[src/shared/pwr_mode_pkg.sv]
// constants and types shared by the power mode controller
package pwr_mode_pkg;

    // register port
    localparam int ADDR_W = 4;
    localparam int DATA_W = 8;
    localparam logic [ADDR_W-1:0] OFS_MODE = 4'h0;
    localparam logic [ADDR_W-1:0] OFS_ACT_TMPL = 4'h1;
    localparam logic [ADDR_W-1:0] OFS_ALT_TMPL = 4'h2;
    localparam logic [ADDR_W-1:0] OFS_STATUS = 4'h3;
    localparam logic [ADDR_W-1:0] OFS_WAKE_CAUSE = 4'h4;

    // mode register field
    localparam int MODE_LSB = 0;
    localparam int MODE_W = 2;

    // encoded mode values as software sees them
    localparam logic [MODE_W-1:0] CODE_ACTIVE = 2'h0;
    localparam logic [MODE_W-1:0] CODE_ALT = 2'h1;
    localparam logic [MODE_W-1:0] CODE_SLEEP = 2'h2;
    localparam logic [MODE_W-1:0] CODE_HIBER = 2'h3;

    // status register fields
    localparam int STAT_MODE_LSB = 0;
    localparam int STAT_CPU_EN_BIT = 2;
    localparam int STAT_OVR_BIT = 3;

    // wake cause fields, write one to clear
    localparam int CAUSE_IRQ_BIT = 0;
    localparam int CAUSE_PIN_BIT = 1;

    // subsystem slots in the templates
    localparam int SUB_CPU = 0;
    localparam int SUB_FLASH = 1;
    localparam int SUB_TIMER = 2;

    // template values after reset, and the clock mask kept in sleep
    localparam logic [DATA_W-1:0] ACT_TMPL_RST = 8'hFF;
    localparam logic [DATA_W-1:0] ALT_TMPL_RST = 8'hFC;
    localparam logic [DATA_W-1:0] SLEEP_KEEP = 8'h04;

    typedef enum logic [3:0] {
        MODE_ACTIVE = 4'b0001,
        MODE_ALT = 4'b0010,
        MODE_SLEEP = 4'b0100,
        MODE_HIBER = 4'b1000
    } mode_e;

endpackage : pwr_mode_pkg

[src/core/pin_sync.sv]
// three-stage pin synchroniser with agreement filter
`timescale 1ns/1ns
module pin_sync (
    // clock and reset
    input wire logic clk,
    input wire logic reset_n,
    // asynchronous pin
    input wire logic pin,
    // filtered level and its rising edge
    output logic level,
    output logic rise
);

    logic s1_q;
    logic s2_q;
    logic s3_q;
    logic level_q;
    logic rise_q;

    // first stage is read by the second stage only
    always_ff @(posedge clk or negedge reset_n) begin
        if (!reset_n) begin
            s1_q <= 1'b0;
            s2_q <= 1'b0;
            s3_q <= 1'b0;
        end else begin
            s1_q <= pin;
            s2_q <= s1_q;
            s3_q <= s2_q;
        end
    end

    // a change counts only once stages two and three agree
    always_ff @(posedge clk or negedge reset_n) begin
        if (!reset_n) begin
            level_q <= 1'b0;
            rise_q <= 1'b0;
        end else begin
            rise_q <= 1'b0;
            if (s2_q == s3_q) begin
                level_q <= s3_q;
                rise_q <= s3_q & ~level_q;
            end
        end
    end

    assign level = level_q;
    assign rise = rise_q;

endmodule : pin_sync

[src/core/power_mode_controller.sv]
// global power mode controller with per-subsystem clock gating
//
// Our own choices: the plain strobed port and the placing of the registers.
`timescale 1ns/1ns
// Summary of operation
// - four modes: active, alternate, sleep, hibernate
// - separate template register per active mode
// - active mode follows active template bits
// - disabled resource gets its clock gated
// - template writes take effect without mode change
// - cpu may disable itself, wakeup re-enables
// - wakeup forces active mode and cpu on
// - active is the mode after reset
// - alternate mode uses own template, cpu optional
// - sleep keeps only the timer clock
// - hibernate stops all clocks, pin wakes only
module power_mode_controller
    import pwr_mode_pkg::*;
#(
    parameter int NUM_SUB = 8
) (
    // clock and reset
    input wire logic clk,
    input wire logic reset_n,
    // register port
    input wire logic [ADDR_W-1:0] reg_addr,
    input wire logic [DATA_W-1:0] reg_wdata,
    input wire logic reg_wr,
    input wire logic reg_rd,
    output logic [DATA_W-1:0] reg_rdata,
    // wakeup sources
    input wire logic irq_wake,
    input wire logic sleep_wake,
    input wire logic io_wake_pin,
    // power control
    output logic [NUM_SUB-1:0] clk_en,
    output logic [MODE_W-1:0] mode,
    output logic cpu_en,
    output logic retain,
    output logic wake_pulse
);

    // timer slot must exist and every slot needs a template bit
    if (NUM_SUB < 3 || NUM_SUB > DATA_W) begin : g_bad_num_sub
        $error("NUM_SUB must lie between 3 and DATA_W");
    end


    ////////////////////////////////////////////////////////////////////////
    // decoding helpers

    function automatic logic [MODE_W-1:0] mode_code(input mode_e m);
        case (m)
            MODE_ACTIVE: mode_code = CODE_ACTIVE;
            MODE_ALT: mode_code = CODE_ALT;
            MODE_SLEEP: mode_code = CODE_SLEEP;
            MODE_HIBER: mode_code = CODE_HIBER;
            default: mode_code = CODE_ACTIVE;
        endcase
    endfunction : mode_code

    function automatic mode_e code_mode(input logic [MODE_W-1:0] c);
        case (c)
            CODE_ACTIVE: code_mode = MODE_ACTIVE;
            CODE_ALT: code_mode = MODE_ALT;
            CODE_SLEEP: code_mode = MODE_SLEEP;
            CODE_HIBER: code_mode = MODE_HIBER;
            default: code_mode = MODE_ACTIVE;
        endcase
    endfunction : code_mode

    ////////////////////////////////////////////////////////////////////////
    // register strobes

    logic wr_mode;
    logic wr_act;
    logic wr_alt;
    logic wr_cause;

    assign wr_mode = reg_wr && (reg_addr == OFS_MODE);
    assign wr_act = reg_wr && (reg_addr == OFS_ACT_TMPL);
    assign wr_alt = reg_wr && (reg_addr == OFS_ALT_TMPL);
    assign wr_cause = reg_wr && (reg_addr == OFS_WAKE_CAUSE);

    ////////////////////////////////////////////////////////////////////////
    // wakeup qualification

    logic pin_level;
    logic pin_rise;

    pin_sync u_pin_sync (
        .clk(clk),
        .reset_n(reset_n),
        .pin(io_wake_pin),
        .level(pin_level),
        .rise(pin_rise)
    );

    mode_e mode_q;
    mode_e mode_d;
    logic irq_hit;
    logic wake;

    // in sleep only the sleep-capable sources count; in hibernate the
    // pin is the sole source since no other logic has a clock there
    always_comb begin
        irq_hit = 1'b0;
        case (mode_q)
            MODE_ACTIVE: irq_hit = irq_wake | pin_rise;
            MODE_ALT: irq_hit = irq_wake | pin_rise;
            MODE_SLEEP: irq_hit = sleep_wake | pin_rise;
            MODE_HIBER: irq_hit = pin_rise;
            default: irq_hit = 1'b0;
        endcase
    end

    assign wake = irq_hit;

    ////////////////////////////////////////////////////////////////////////
    // mode state machine

    always_comb begin
        mode_d = mode_q;
        case (mode_q)
            MODE_ACTIVE, MODE_ALT, MODE_SLEEP, MODE_HIBER: begin
                if (wake) begin
                    mode_d = MODE_ACTIVE;
                end else if (wr_mode) begin
                    mode_d = code_mode(reg_wdata[MODE_LSB +: MODE_W]);
                end
            end
            default: mode_d = MODE_ACTIVE;
        endcase
    end

    always_ff @(posedge clk or negedge reset_n) begin
        if (!reset_n) begin
            mode_q <= MODE_ACTIVE;
        end else begin
            mode_q <= mode_d;
        end
    end

    ////////////////////////////////////////////////////////////////////////
    // templates

    logic [DATA_W-1:0] act_tmpl_q;
    logic [DATA_W-1:0] alt_tmpl_q;

    always_ff @(posedge clk or negedge reset_n) begin
        if (!reset_n) begin
            act_tmpl_q <= ACT_TMPL_RST;
        end else if (wr_act) begin
            act_tmpl_q <= reg_wdata;
        end
    end

    always_ff @(posedge clk or negedge reset_n) begin
        if (!reset_n) begin
            alt_tmpl_q <= ALT_TMPL_RST;
        end else if (wr_alt) begin
            alt_tmpl_q <= reg_wdata;
        end
    end

    ////////////////////////////////////////////////////////////////////////
    // cpu override after wakeup

    logic cpu_ovr_q;

    // holds the cpu on in active and alternate mode after a wakeup until firmware
    // rewrites either template, active or alternate; a wakeup in that same cycle still wins
    always_ff @(posedge clk or negedge reset_n) begin
        if (!reset_n) begin
            cpu_ovr_q <= 1'b0;
        end else if (wake) begin
            cpu_ovr_q <= 1'b1;
        end else if (wr_act || wr_alt) begin
            cpu_ovr_q <= 1'b0;
        end
    end

    ////////////////////////////////////////////////////////////////////////
    // wake cause, sticky, write one to clear

    logic [1:0] cause_q;
    logic [1:0] cause_set;

    assign cause_set = {pin_rise & wake, wake & ~pin_rise};

    always_ff @(posedge clk or negedge reset_n) begin
        if (!reset_n) begin
            cause_q <= 2'b00;
        end else begin
            cause_q <= cause_set |
                (cause_q & ~(wr_cause ? reg_wdata[1:0] : 2'b00));
        end
    end

    ////////////////////////////////////////////////////////////////////////
    // per-subsystem clock enables

    logic [NUM_SUB-1:0] en_d;
    logic [NUM_SUB-1:0] en_q;

    // enables follow the template of the next mode, so a mode change
    // and a template write both land on the very next edge
    generate
        for (genvar i = 0; i < NUM_SUB; i++) begin : g_sub
            always_comb begin
                en_d[i] = 1'b0;
                case (mode_d)
                    MODE_ACTIVE: en_d[i] =
                        (wr_act ? reg_wdata[i] : act_tmpl_q[i]);
                    MODE_ALT: en_d[i] =
                        (wr_alt ? reg_wdata[i] : alt_tmpl_q[i]);
                    MODE_SLEEP: en_d[i] = SLEEP_KEEP[i];
                    MODE_HIBER: en_d[i] = 1'b0;
                    default: en_d[i] = 1'b0;
                endcase
                if (i == SUB_CPU && (wake || (cpu_ovr_q && !wr_act
                        && !wr_alt)) && (mode_d == MODE_ACTIVE
                        || mode_d == MODE_ALT)) begin
                    en_d[i] = 1'b1;
                end
            end

            always_ff @(posedge clk or negedge reset_n) begin
                if (!reset_n) begin
                    en_q[i] <= ACT_TMPL_RST[i];
                end else begin
                    en_q[i] <= en_d[i];
                end
            end
        end
    endgenerate

    ////////////////////////////////////////////////////////////////////////
    // mode outputs

    logic [MODE_W-1:0] mode_out_q;
    logic retain_q;
    logic wake_pulse_q;

    always_ff @(posedge clk or negedge reset_n) begin
        if (!reset_n) begin
            mode_out_q <= CODE_ACTIVE;
            retain_q <= 1'b0;
            wake_pulse_q <= 1'b0;
        end else begin
            mode_out_q <= mode_code(mode_d);
            retain_q <= (mode_d == MODE_HIBER);
            wake_pulse_q <= wake;
        end
    end

    ////////////////////////////////////////////////////////////////////////
    // read port, data stand one cycle after the strobe only

    logic [DATA_W-1:0] rdata_q;
    logic [DATA_W-1:0] status;

    always_comb begin
        status = '0;
        status[STAT_MODE_LSB +: MODE_W] = mode_code(mode_q);
        status[STAT_CPU_EN_BIT] = en_q[SUB_CPU];
        status[STAT_OVR_BIT] = cpu_ovr_q;
    end

    always_ff @(posedge clk or negedge reset_n) begin
        if (!reset_n) begin
            rdata_q <= '0;
        end else if (reg_rd) begin
            case (reg_addr)
                OFS_MODE: rdata_q <= {{(DATA_W-MODE_W){1'b0}},
                    mode_code(mode_q)};
                OFS_ACT_TMPL: rdata_q <= act_tmpl_q;
                OFS_ALT_TMPL: rdata_q <= alt_tmpl_q;
                OFS_STATUS: rdata_q <= status;
                OFS_WAKE_CAUSE: rdata_q <= {{(DATA_W-2){1'b0}}, cause_q};
                default: rdata_q <= '0;
            endcase
        end else begin
            rdata_q <= '0;
        end
    end

    assign reg_rdata = rdata_q;
    assign clk_en = en_q;
    assign mode = mode_out_q;
    assign cpu_en = en_q[SUB_CPU];
    assign retain = retain_q;
    assign wake_pulse = wake_pulse_q;

endmodule : power_mode_controller

[config.mk]
export PLATFORM = sky130hd
export DESIGN_NAME = power_mode_controller
export DESIGN_NICKNAME = d
export VERILOG_FILES = /design/src/shared/pwr_mode_pkg.sv /design/src/core/pin_sync.sv /design/src/core/power_mode_controller.sv
export SDC_FILE = /design/constraint.sdc
export NUM_CORES = 1
export LEC_CHECK = 0
export BUFFER_PORTS_ARGS = -buffer_cell sky130_fd_sc_hd__buf_4
export CAP_MARGIN = 15
export CORE_ASPECT_RATIO = 0.8
export CORE_UTILIZATION = 54
export DETAILED_ROUTE_END_ITERATION = 8
export GPL_ROUTABILITY_DRIVEN = 0
export PLACE_DENSITY_LB_ADDON = 0.08
export SYNTH_ARGS = -nofsm -noshare
export SYNTH_HDL_FRONTEND = slang
export SYNTH_HIERARCHICAL = 1
export SYNTH_SLANG_ARGS = --single-unit
[constraint.sdc]
create_clock -name clk -period 2.3 [get_ports clk]
set_clock_uncertainty 0.1 [all_clocks]
set_input_delay 0.46 -clock clk [delete_from_list [all_inputs] [get_ports clk]]
set_output_delay 0.46 -clock clk [all_outputs]
set_load 0.05 [all_outputs]
* After elaboration in Yosys (flattened, before gate mapping)
Cells that the tools add are included.
Storage, ports and cells: register bits 48, output and inout bits 21
Operators by class: eq/ne operators 16, mux-type cells 38, bitwise logic cells 10, reductions and logical operators 17
Operator list (number):
- 8-bit one-hot mux with 5 select lines | 1
- 1-bit 2-to-1 mux | 20
- 4-bit by 2-bit == test with 1-bit output, second input constant | 4
- 4-bit one-hot mux with 4 select lines | 1
- 1-bit one-hot mux with 2 select lines | 7
- 4-bit by 1-bit == test with 1-bit output, second input constant | 3
- 4-bit by 3-bit == test with 1-bit output, second input constant | 3
- 4-bit 2-to-1 mux | 3
- 2-bit one-hot mux with 3 select lines | 2
- 4-bit == test, second input constant | 2
- 8-bit 2-to-1 mux | 1
- 1-bit logical AND | 7
- 1-bit one-hot mux with 3 select lines | 2
- 2-bit == test, second input constant | 2
- 4-bit zero test | 1
- 4-bit OR reduction | 1
- 1-bit bitwise AND | 3
- 1-bit logical OR | 3
- 2-bit bitwise AND | 1
- 2-bit by 1-bit == test with 1-bit output, second input constant | 1
- 1-bit zero test | 2
- 2-bit zero test | 1
- 2-bit 2-to-1 mux | 1
- 1-bit inverter | 2
- other kinds (6) | 7

* Depth between registers and ports, before layout
Gate-level depths: netlist (run 1).
depth after elaboration 9, depth in mapped cells 7, depth with buffers taken out 5

* By module
Netlist (run 1), hierarchy kept.
By module, submodules not included:
- power_mode_controller | instances 1, cells an instance 164, area each 1980.6 sq um
- pin_sync | instances 1, cells an instance 7, area each 146.4 sq um

* Least setup slack after synthesis (run 1)
Ideal clock, no wire load.
path type input -> register, start input reg_addr[2], end register en_q[2] (netlist: clk_en[2]), data arrival time 1.829 ns, data required time 2.116 ns, setup slack 0.287 ns, stages on the path 7, path through buf_6 > nor3b_4 > nand2_4 > and2_0 > buf_2 > o31a_1 > a311o_1
Between the ends: word-level cells in the longest chain between the ends 7, elaborated cells between the ends (all ways) 15
RTL lines:
- start, declared | RTL line power_mode_controller.sv:26 | input wire logic [ADDR_W-1:0] reg_addr,
- 4-bit zero test | RTL line power_mode_controller.sv:80 | assign wr_mode = reg_wr && (reg_addr == OFS_MODE);
- 1-bit logical AND | RTL line power_mode_controller.sv:80
- 4-bit 2-to-1 mux | RTL line power_mode_controller.sv:128 | end else if (wr_mode) begin
- 4-bit 2-to-1 mux | RTL line power_mode_controller.sv:126 | if (wake) begin
- 4-bit 2-to-1 mux | RTL line power_mode_controller.sv:124 | case (mode_q)
- 4-bit by 3-bit == test with 1-bit output (tied with other cells) | RTL line power_mode_controller.sv:212 | case (mode_d)
- 1-bit one-hot mux with 3 select lines * | RTL line power_mode_controller.sv:212
- named net en_d[2] | RTL line power_mode_controller.sv:203 | logic [NUM_SUB-1:0] en_d;
- end signal, assigned by index | RTL line power_mode_controller.sv:230 | en_q[i] <= ACT_TMPL_RST[i];
- end signal, assigned by index | RTL line power_mode_controller.sv:232 | en_q[i] <= en_d[i];
- end, declared | RTL line power_mode_controller.sv:204 | logic [NUM_SUB-1:0] en_q;
Mark *: on every way through the listed nets, which the timed path passes. The rest lies on a longest branch. A chain may end at the register's enable or synchronous reset.

* Worst setup path after layout (run 1)
start register mode_q[2], end register en_q[2] (netlist: clk_en[2])
Between the ends: word-level cells in the longest chain between the ends 7, elaborated cells between the ends (all ways) 14
RTL lines:
- start, declared | RTL line power_mode_controller.sv:99 | mode_e mode_q;
- start signal, assigned | RTL line power_mode_controller.sv:140 | mode_q <= mode_d;
- 4-bit by 2-bit == test with 1-bit output / 4-bit by 1-bit == test with 1-bit output (equally long branches) | RTL line power_mode_controller.sv:108, power_mode_controller.sv:124
- 2-bit OR reduction (no source line)
- 1-bit one-hot mux with 3 select lines | RTL line power_mode_controller.sv:108 | case (mode_q)
- 4-bit 2-to-1 mux | RTL line power_mode_controller.sv:126
- 4-bit 2-to-1 mux * | RTL line power_mode_controller.sv:124
- 4-bit by 3-bit == test with 1-bit output (tied with other cells) | RTL line power_mode_controller.sv:212
- 1-bit one-hot mux with 3 select lines * | RTL line power_mode_controller.sv:212
- named net en_d[2] | RTL line power_mode_controller.sv:203
Marks and branches as above.

==> run summary, run 1 <==
Status = finished clean
R2R cell count = 5
Place WS = 0.152 ns
Worst IR drop on VDD = 0.486 mV
Switching Power = 0.000619 W
CTS buffer count = 5
Worst setup SP type = flop
Max clock buf depth = 2
Syn Area/Cell = 12.4 um2
Setup bufs post-CTS = 0
Count of input and output buffers = 39
Vias = 1498
IO Pins = 40
Minimum clock period = 2.07 ns
Tightest slew margin relative to the limit = 60.6%
Non-Filler Instances = 277
Std-Cell Rows = 20
Clock power share = 25.0%
Pleak = 1.21 nW
WL final = 4.58 mm
Final ANT Viol Nets = 0
CTS tree = built
Vias in the first global route = 1522
Vert. Die Dim = 58.1 um
Synth Area in Simple Gates = 13.9%
Inst Count DP = 269
Synthesized Nets = 190
Post-route DRC violation count = 0
Die area = 4200 um2
P&R area growth vs syn = 23.4%
Period utilisation layout = 90.2%
N_diodes = 0
Final worst slack = 0.226 ns
FF-to-FF End = clk_en[2]$_DFF_PN1_
WS Path Type = flop to flop
Slew Limit Fails = 0
First-pass DRT Iterations = 4
Vias per inst = 5.41
Final #Nets = 240
Maxcap violations = 0
Initial Util = 56.3%
Gr ovfl total = 0
Antenna violations before repair = 0
Average wire per standard cell = 16.5 um
First-pass GRT wire length = 7.51 mm
Post-synthesis cell count = 171
Net Sw Frac = 29.9%
Synthesized flop and latch total = 48
Post-Syn Area = 2130 um2
CTS clk-pin slew, worst paths = 0.09 ns
DRT iter0 DRCs = 124
Worst setup EP type = flop
RSZ-0062 raised after global routing = no
Clock Latency Late Sink = 0.30 ns
Post-CTS sizing = 0
Crit path max fanout = 7
Largest family of logic cells by synthesized area = simple AND/OR/NAND/NOR gates
Core Area = 3780 um2
Combinational power share = 23.3%
Reg2Reg Setup Slack = 0.23 ns
Multiplexer area fraction after synthesis = 9.71%
Share of cells above drive strength 1 = 49.1%
Origin of the worst setup path = mode_q[2]$_DFF_PN0_
Reg-to-Reg Start = mode_q[2]$_DFF_PN0_
Setup TNS Final = 0 ns
Highest Clock Rate = 482 MHz
Total track usage = 24.4%
DP HPWL = 3.29 mm
Root Buffer = clkbuf_8
Count of unique library cells instantiated by Yosys = 47
Die W = 72.2 um
Hold Violations, Final = 0
Slew @ Worst Pin = 0.591 ns
Compound-Gate Fraction of Synth Area = 12.2%
Critical path required time = 2.43 ns
Setup violators final = 0
Post-synthesis xor/xnor area fraction = 1.65%
PwrDens = 789 nW/um2
Register area share after synthesis = 57.8%
Hold Buf Count CTS = 0
Adder-cell share of the synthesized area = 0.529%
CP Data Arrival Time = 2.20 ns
Final core occ = 69.4%
Sequential Power Share = 51.7%
Pin count of the biggest net entering global routing = 49
Syn. warnings = 6
CTS Sinks = 48
Worst hold path class = input pin to async pin
Worst setup path end = clk_en[2]$_DFF_PN1_
Internal power = 0.00145 W
Htree depth = 2
## Yosys cell counts, drive strengths merged
| master | number | area share [%] |
|---|---|---|
| or2 | 1 | 0.29 |
| nand3 | 5 | 1.4 |
| xnor2 | 2 | 0.82 |
| nor3b | 1 | 0.88 |
| o32a | 2 | 0.94 |
| a211o | 1 | 0.41 |
| nand3b | 1 | 0.35 |
| nand4b | 1 | 0.41 |
| nor2b | 3 | 0.88 |
| inv | 9 | 1.6 |
| nor3 | 4 | 0.94 |
| clkbuf | 2 | 0.47 |
| buf | 6 | 2.1 |
| and3b | 1 | 0.47 |
| nor2 | 12 | 2.2 |
| nand4 | 1 | 0.29 |
| o22ai | 4 | 1.2 |
| a311o | 1 | 0.47 |
| a31o | 3 | 1.2 |
| a22o | 2 | 0.82 |
| nor4b | 2 | 1.1 |
| dfstp | 23 | 28 |
| a22oi | 8 | 2.8 |
| mux2 | 13 | 6.9 |
| or4b | 1 | 0.47 |
| a21boi | 1 | 0.35 |
| nand2 | 9 | 2.4 |
| and3 | 2 | 0.65 |
| o21ai | 2 | 0.47 |
| nor4 | 1 | 0.29 |
| xor2 | 2 | 0.82 |
| dfrtp | 25 | 29 |
| mux2i | 6 | 2.8 |
| and2 | 1 | 0.29 |
| and4b | 1 | 0.47 |
| a21oi | 5 | 1.2 |
| o21a | 2 | 0.71 |
| o31a | 4 | 1.6 |
| maj3 | 1 | 0.53 |
## cells in the final DEF (no fill, tap or decap), types with 2 or more instances in the layout
| cell | netlist | final |
|---|---|---|
| nand3_1 | 4 | 4 |
| a21oi_1 | 5 | 5 |
| o22ai_1 | 4 | 4 |
| nor2_1 | 11 | 11 |
| nand2_1 | 6 | 6 |
| o21ai_0 | 2 | 2 |
| mux2i_1 | 6 | 6 |
| a31o_2 | 3 | 3 |
| xor2_1 | 2 | 2 |
| o31a_1 | 4 | 4 |
| nor2b_1 | 3 | 3 |
| nand2_4 | 2 | 2 |
| buf_4 | 1 | 51 |
| a22o_1 | 2 | 2 |
| o32a_1 | 2 | 2 |
| dfstp_2 | 23 | 23 |
| a22oi_1 | 8 | 8 |
| mux2_2 | 13 | 13 |
| o21a_1 | 2 | 2 |
| clkbuf_8 | 0 | 6 |
| inv_1 | 9 | 9 |
| nor3_1 | 4 | 3 |
| dfrtp_1 | 25 | 25 |
| xnor2_1 | 2 | 2 |
## worst min-delay path by stage
stage	end	slack, ns	cells past startpoint
2_1_floorplan	alt_tmpl_q[0]$_DFFE_PN0P_	0.06	0
3_3_place_gp	u_pin_sync/s2_q$_DFF_PN0_	0.24	0
3_5_place_dp	u_pin_sync/s2_q$_DFF_PN0_	0.24	0
4_1_cts	u_pin_sync/rise$_DFF_PN0_	0.07	1
5_1_grt	u_pin_sync/level$_DFFE_PN0N_	0.10	1
6_report	reg_rdata[2]$_DFF_PN0_	0.06	1
## registers in the layout (all words and copies together), names as in the netlist
signal / flops
mode: 2
mode_q: 4
u_pin_sync/s3_q: 1
u_pin_sync/s2_q: 1
cause_q: 2
wake_pulse: 1
u_pin_sync/rise: 1
u_pin_sync/level: 1
alt_tmpl_q: 8
clk_en: 7
act_tmpl_q: 8
u_pin_sync/s1_q: 1
reg_rdata: 8
cpu_ovr_q: 1
cpu_en: 1
retain: 1
## per-stage QoR
| stage | total power [W] | area, um2 | hold slack [ns] |
|---|---|---|---|
| floorplan | 0.00140 | 2130 | 0.0644 |
| global placement | 0.00155 | 2520 | 0.235 |
| detailed placement | 0.00157 | 2520 | 0.239 |
| CTS | 0.00209 | 2620 | 0.0701 |
| global route | 0.00216 | 2620 | 0.104 |
| finish | 0.00207 | 2620 | 0.0612 |
## cells by family (layout without fill, tap and decap cells)
logic type | count (synthesis) | count (layout)
DFF | 48 | 48
and+or+nand+nor | 47 | 47
AOI/OAI and AO/OA | 35 | 35
muxes | 19 | 19
buffers and inverters | 17 | 68
xor gates and xnor gates | 4 | 4
adders and majority gates | 1 | 1
## routing by layer
metal | global-route usage (%) | vias to the layer above | part of all wire, %
li1 | - | 714 | -
met1 | 34.8 | 739 | 49
met2 | 37.5 | 38 | 46
met3 | 4.52 | 7 | 4.4
met4 | 8.96 | 0 | 1.5
met5 | 0 | - | 0
## power by group through the flow
stage / Combinational [W] / Sequential [W] / Clock, W
after floorplan: 0.000191 / 0.00120 / 0
after global placement: 0.000469 / 0.00108 / 0
after detailed placement: 0.000481 / 0.00109 / 0
after CTS: 0.000483 / 0.00107 / 0.000532
after global routing: 0.000517 / 0.00108 / 0.000563
final: 0.000483 / 0.00107 / 0.000517
## critical path, cell delays in order, from the launching register on
cell and delay (ns):
dfrtp_1 0.47, nor4b_1 0.36, a211o_1 0.22, nand3_2 0.19
o31a_1 0.35, a311o_1 0.32
## cell type report
class | instances | area, um2
flip-flops and latches | 48 | 1230
fillers | 293 | 1150
multi-input cells | 106 | 813
repair buffers | 51 | 383
clock buffers | 7 | 86.3
well taps | 55 | 68.8
inverters | 9 | 33.8
clock inverters | 1 | 8.76
Power figures use the tool's default switching activity.
==> inputs of run 2 (changes only) <==
--- a/config.mk
+++ b/config.mk
@@ -12,6 +12,7 @@
 export DETAILED_ROUTE_END_ITERATION = 8
 export GPL_ROUTABILITY_DRIVEN = 0
 export PLACE_DENSITY_LB_ADDON = 0.08
+export RECOVER_POWER = 50
 export SYNTH_ARGS = -nofsm -noshare
 export SYNTH_HDL_FRONTEND = slang
 export SYNTH_HIERARCHICAL = 1
==> run summary, run 2 (synthesized netlist as in run 1, its figures left out) <==
Pin count of the biggest net entering global routing = 49 (unchanged)
Minimum clock period = 2.07 ns (about the same)
Net Sw Frac = 29.9% (about the same)
CTS clk-pin slew, worst paths = 0.08 ns (was 0.09 ns)
Total track usage = 24.4% (unchanged)
WS Path Type = flop to flop (unchanged)
First-pass GRT wire length = 7.51 mm (unchanged)
Average wire per standard cell = 16.4 um (was 16.5 um)
CTS buffer count = 5 (unchanged)
Worst setup SP type = flop (unchanged)
Tightest slew margin relative to the limit = 22.1% (was 60.6%)
CP max stage delay = 0.47 ns (about the same)
Highest Clock Rate = 483 MHz (was 482 MHz)
Place WS = 0.152 ns (unchanged)
Root Buffer = clkbuf_8 (unchanged)
Non-Filler Instances = 277 (unchanged)
N_diodes = 0 (unchanged)
Combinational power share = 23.2% (was 23.3%)
DRT iter0 DRCs = 123 (was 124)
WL final = 4.55 mm (was 4.58 mm)
Clock Latency Late Sink = 0.30 ns (about the same)
Post-route DRC violation count = 0 (unchanged)
Vias = 1502 (was 1498)
Period utilisation layout = 90.0% (was 90.2%)
Hold Slack = 0.182 ns (was 0.0612 ns)
RSZ-0062 raised after global routing = no (unchanged)
Antenna violations before repair = 0 (unchanged)
PwrDens = 793 nW/um2 (was 789 nW/um2)
Switching Power = 0.000619 W (about the same)
Final worst slack = 0.230 ns (was 0.226 ns)
Die area = 4200 um2 (unchanged)
Die W = 72.2 um (unchanged)
Status = finished clean (unchanged)
Std-Cell Rows = 20 (unchanged)
Hold Buf Count CTS = 0 (unchanged)
Slew Limit Fails = 0 (unchanged)
Setup TNS Final = 0 ns (unchanged)
CTS tree = built (unchanged)
First-pass DRT Iterations = 4 (unchanged)
Most common cell after layout, fill and taps aside = buf_4 (unchanged)
IO Pins = 40 (unchanged)
Most frequent cells in the layout = buf_4, dfrtp_1, dfstp_2 (unchanged)
Max clock buf depth = 2 (unchanged)
Slew @ Worst Pin = 1.17 ns (was 0.591 ns)
Sequential Power Share = 51.8% (was 51.7%)
Hold Violations, Final = 0 (unchanged)
Worst hold path class = input pin to flop (was input pin to async pin)
Vert. Die Dim = 58.1 um (unchanged)
Gr ovfl total = 0 (unchanged)
P&R area growth vs syn = 22.6% (was 23.4%)
Maxcap violations = 0 (unchanged)
CTS Sinks = 48 (unchanged)
Worst setup EP type = flop (unchanged)
Critical path required time = 2.43 ns (about the same)
Pleak = 1.20 nW (was 1.21 nW)
CP Cell Sequence = nor4b_1 -> a211o_1 -> nand3_2 -> o31a_1 -> a311o_1 (unchanged)
Final #Nets = 240 (unchanged)
Crit path max fanout = 7 (unchanged)
Critical Path Slowest Stage Cell = dfrtp_1 (unchanged)
Post-CTS sizing = 0 (unchanged)
Worst IR drop on VDD = 0.487 mV (was 0.486 mV)
Final ANT Viol Nets = 0 (unchanged)
Buffers & Inverters on Critical Path = 0 (unchanged)
Design Power = 0.00207 W (about the same)
Share of cells above drive strength 1 = 47.3% (was 49.1%)
Internal power = 0.00145 W (about the same)
Setup bufs post-CTS = 0 (unchanged)
Top delay family on crit path = compound AO/OA/AOI/OAI gates (unchanged)
Vias per inst = 5.42 (was 5.41)
DP HPWL = 3.29 mm (unchanged)
Initial Util = 56.3% (unchanged)
Vias in the first global route = 1522 (unchanged)
CP Data Arrival Time = 2.20 ns (about the same)
Inst Count DP = 269 (unchanged)
Htree depth = 2 (unchanged)
Setup violators final = 0 (unchanged)
Core Area = 3780 um2 (unchanged)
Clock power share = 25.0% (about the same)
Count of input and output buffers = 39 (unchanged)
==> run 2: layout make-up <==
cell class              count  area, um2
inverters                   9       33.8
clock inverters             1       8.76
multi-input cells         106        812
clock buffers               7       86.3
flip-flops and latches     48       1230
well taps                  55       68.8
repair buffers             51        369
fillers                   296       1170
==> run 2: power by group through the flow <==
stage / Combinational [W] / Sequential, W / Clock (W)
after global placement: 0.000469 / 0.00108 / 0
after detailed placement: 0.000481 / 0.00109 / 0
after global routing: 0.000513 / 0.00108 / 0.000563
final: 0.000479 / 0.00107 / 0.000517
after floorplan: 0.000191 / 0.00120 / 0
after CTS: 0.000483 / 0.00107 / 0.000532
==> run 2: path summary, 6_finish.rpt <==
path	cells past startpoint	endpoint	startpoint	slack, ns
worst max-delay path	5	clk_en[2]$_DFF_PN1_	mode_q[2]$_DFF_PN0_	0.23
worst min-delay path	1	u_pin_sync/s1_q$_DFF_PN0_	io_wake_pin	0.18
worst max register to register	5	clk_en[2]$_DFF_PN1_	mode_q[2]$_DFF_PN0_	0.23
worst min register to register	0	u_pin_sync/s2_q$_DFF_PN0_	u_pin_sync/s1_q$_DFF_PN0_	0.26
max in group asynchronous	1	reg_rdata[5]$_DFF_PN0_	reset_n	1.11
min in group asynchronous	1	reg_rdata[2]$_DFF_PN0_	reset_n	0.28
==> run 2: per-stage QoR <==
step           util [%]  instance area [um2]
6_report           69.0                 2610
5_1_grt            69.0                 2610
4_1_cts            69.3                 2620
3_5_place_dp       66.8                 2520
3_3_place_gp       66.8                 2520
2_1_floorplan         -                 2130
==> run 2: metal layers <==
| metal | global-route usage, % | vias up | part of all wire (%) |
|---|---|---|---|
| met5 | 0 | - | 0 |
| met4 | 8.96 | 0 | 1.5 |
| met3 | 4.52 | 7 | 4.1 |
| met2 | 37.5 | 34 | 46 |
| met1 | 34.8 | 746 | 48 |
| li1 | - | 715 | - |
==> inputs of run 3 (changes only) <==
--- a/config.mk
+++ b/config.mk
@@ -7,7 +7,6 @@
 export LEC_CHECK = 0
 export BUFFER_PORTS_ARGS = -buffer_cell sky130_fd_sc_hd__buf_4
 export CAP_MARGIN = 15
-export CORE_ASPECT_RATIO = 0.8
 export CORE_UTILIZATION = 54
 export DETAILED_ROUTE_END_ITERATION = 8
 export GPL_ROUTABILITY_DRIVEN = 0
==> run summary, run 3 (synthesized netlist as in run 1, its figures left out) <==
Status = finished clean (unchanged)
Minimum clock period = 2.12 ns (was 2.07 ns)
Reg-to-Reg Start = mode_q[1]$_DFF_PN0_ (was mode_q[2]$_DFF_PN0_)
Count of input and output buffers = 39 (unchanged)
Setup TNS Final = 0 ns (unchanged)
CTS buffer count = 5 (unchanged)
Core Area = 3720 um2 (was 3780 um2)
Switching Power = 0.000603 W (was 0.000619 W)
PwrDens = 797 nW/um2 (was 793 nW/um2)
Maxcap violations = 0 (unchanged)
Htree depth = 2 (unchanged)
Most frequent cells in the layout = buf_4, dfrtp_1, dfstp_2 (unchanged)
CTS tree = built (unchanged)
CTS clk-pin slew, worst paths = 0.08 ns (about the same)
Highest Clock Rate = 473 MHz (was 483 MHz)
Worst setup SP type = flop (unchanged)
Setup bufs post-CTS = 0 (unchanged)
Share of cells above drive strength 1 = 46.3% (was 47.3%)
Post-CTS sizing = 0 (unchanged)
Worst hold path class = input pin to flop (unchanged)
Final ANT Viol Nets = 0 (unchanged)
First-pass GRT wire length = 7.18 mm (was 7.51 mm)
Slew Limit Fails = 0 (unchanged)
CTS Sinks = 48 (unchanged)
FF-to-FF End = clk_en[2]$_DFF_PN1_ (unchanged)
Vert. Die Dim = 64.8 um (was 58.1 um)
Antenna violations before repair = 0 (unchanged)
Final core occ = 69.1% (was 69.0%)
Combinational power share = 22.9% (was 23.2%)
WL final = 4.30 mm (was 4.55 mm)
Hold Slack = 0.191 ns (was 0.182 ns)
Die area = 4190 um2 (was 4200 um2)
Most common cell after layout, fill and taps aside = buf_4 (unchanged)
Clock power share = 24.8% (was 25.0%)
Gr ovfl total = 0 (unchanged)
Reg2Reg Setup Slack = 0.18 ns (was 0.23 ns)
Hold Buf Count CTS = 0 (unchanged)
Vias per inst = 5.65 (was 5.42)
Setup violators final = 0 (unchanged)
DP HPWL = 3.14 mm (was 3.29 mm)
Net Sw Frac = 29.5% (was 29.9%)
Pin count of the biggest net entering global routing = 49 (unchanged)
Tightest slew margin relative to the limit = 26.8% (was 22.1%)
Worst IR drop on VDD = 0.548 mV (was 0.487 mV)
Internal power = 0.00144 W (was 0.00145 W)
Final #Nets = 236 (was 240)
Slew @ Worst Pin = 1.10 ns (was 1.17 ns)
Worst setup EP type = flop (unchanged)
Crit path max fanout = 10 (was 7)
R2R cell count = 5 (unchanged)
Placed cell areas = 2480 um2 (was 2520 um2)
Critical path required time = 2.43 ns (about the same)
Post-route DRC violation count = 0 (unchanged)
Die W = 64.8 um (was 72.2 um)
Period utilisation layout = 92.0% (was 90.0%)
RSZ-0062 raised after global routing = no (unchanged)
Post-route cell area = 2570 um2 (was 2610 um2)
Place WS = 0.175 ns (was 0.152 ns)
Sequential Power Share = 52.2% (was 51.8%)
IO Pins = 40 (unchanged)
Average wire per standard cell = 16.2 um (was 16.4 um)
CP Data Arrival Time = 2.24 ns (was 2.20 ns)
Final worst slack = 0.184 ns (was 0.230 ns)
Initial Util = 57.2% (was 56.3%)
Root Buffer = clkbuf_8 (unchanged)
Pleak = 1.18 nW (was 1.20 nW)
Clock Latency Late Sink = 0.29 ns (was 0.30 ns)
Vias in the first global route = 1512 (was 1522)
Std-Cell Rows = 22 (was 20)
P&R area growth vs syn = 20.7% (was 22.6%)
Max clock buf depth = 2 (unchanged)
Min-delay src = io_wake_pin (unchanged)
N_diodes = 0 (unchanged)
Vias = 1504 (was 1502)
Hold Path Cell Cnt = 1 (unchanged)
Total track usage = 23.2% (was 24.4%)
Worst min-delay path endpoint = u_pin_sync/s1_q$_DFF_PN0_ (unchanged)
First-pass DRT Iterations = 4 (unchanged)
DRT iter0 DRCs = 111 (was 123)
WS Path Type = flop to flop (unchanged)
Hold Violations, Final = 0 (unchanged)
[run 3: cell count changes in the layout (fill, tap and decap cells not counted)]
| cell | before | now |
|---|---|---|
| clkbuf_1 | 4 | 3 |
| buf_4 | 46 | 43 |
| clkinv_4 | 1 | 0 |
| nor3_2 | 1 | 0 |
| clkinvlp_4 | 0 | 1 |
| nor3_1 | 3 | 4 |
[run 3: final cells by class]
cell class | instances | area, um2
flip-flops and latches | 48 | 1230
inverters | 9 | 33.8
well taps | 48 | 60.1
fillers | 282 | 1150
clock inverters | 1 | 7.51
clock buffers | 7 | 86.3
multi-input cells | 106 | 807
repair buffers | 47 | 343
[run 3: per-stage QoR]
step / total power, W / instances
after floorplan: 0.00140 / 171
after global placement: 0.00154 / 258
after detailed placement: 0.00156 / 258
after CTS: 0.00206 / 266
after global routing: 0.00213 / 266
final: 0.00205 / 266
[run 3: power groups by stage]
stage                     clock, W  sequential [W]  combinational, W
after floorplan                  0         0.00120          0.000191
after global placement           0         0.00108          0.000464
after detailed placement         0         0.00108          0.000472
after CTS                 0.000515         0.00107          0.000475
after global routing      0.000547         0.00108          0.000502
final                     0.000508         0.00107          0.000469
[run 3: routing by layer]
layer  GRT usage, %  share of wire [%]
met5              0                  0
met4           9.72                2.0
met3           5.46                5.3
met2           34.9                 49
met1           32.3                 44
[run 3: worst max-delay path by stage]
stage	from	end	slack, ns	depth (start not counted)
floorplan	reg_addr[2]	clk_en[2]$_DFF_PN1_	0.29	7
global placement	reg_addr[3]	clk_en[2]$_DFF_PN1_	0.22	6
detailed placement	reg_addr[3]	clk_en[2]$_DFF_PN1_	0.17	6
CTS	mode_q[1]$_DFF_PN0_	clk_en[2]$_DFF_PN1_	0.20	5
global route	mode_q[1]$_DFF_PN0_	clk_en[2]$_DFF_PN1_	0.09	5
finish	mode_q[1]$_DFF_PN0_	clk_en[2]$_DFF_PN1_	0.18	5
[run 3: worst max-delay path: stages (launching register included)]
cell and delay, ns:
dfrtp_1 0.49, nor4b_2 0.37, a211o_1 0.22, nand3_2 0.20
o31a_1 0.34, a311o_1 0.33
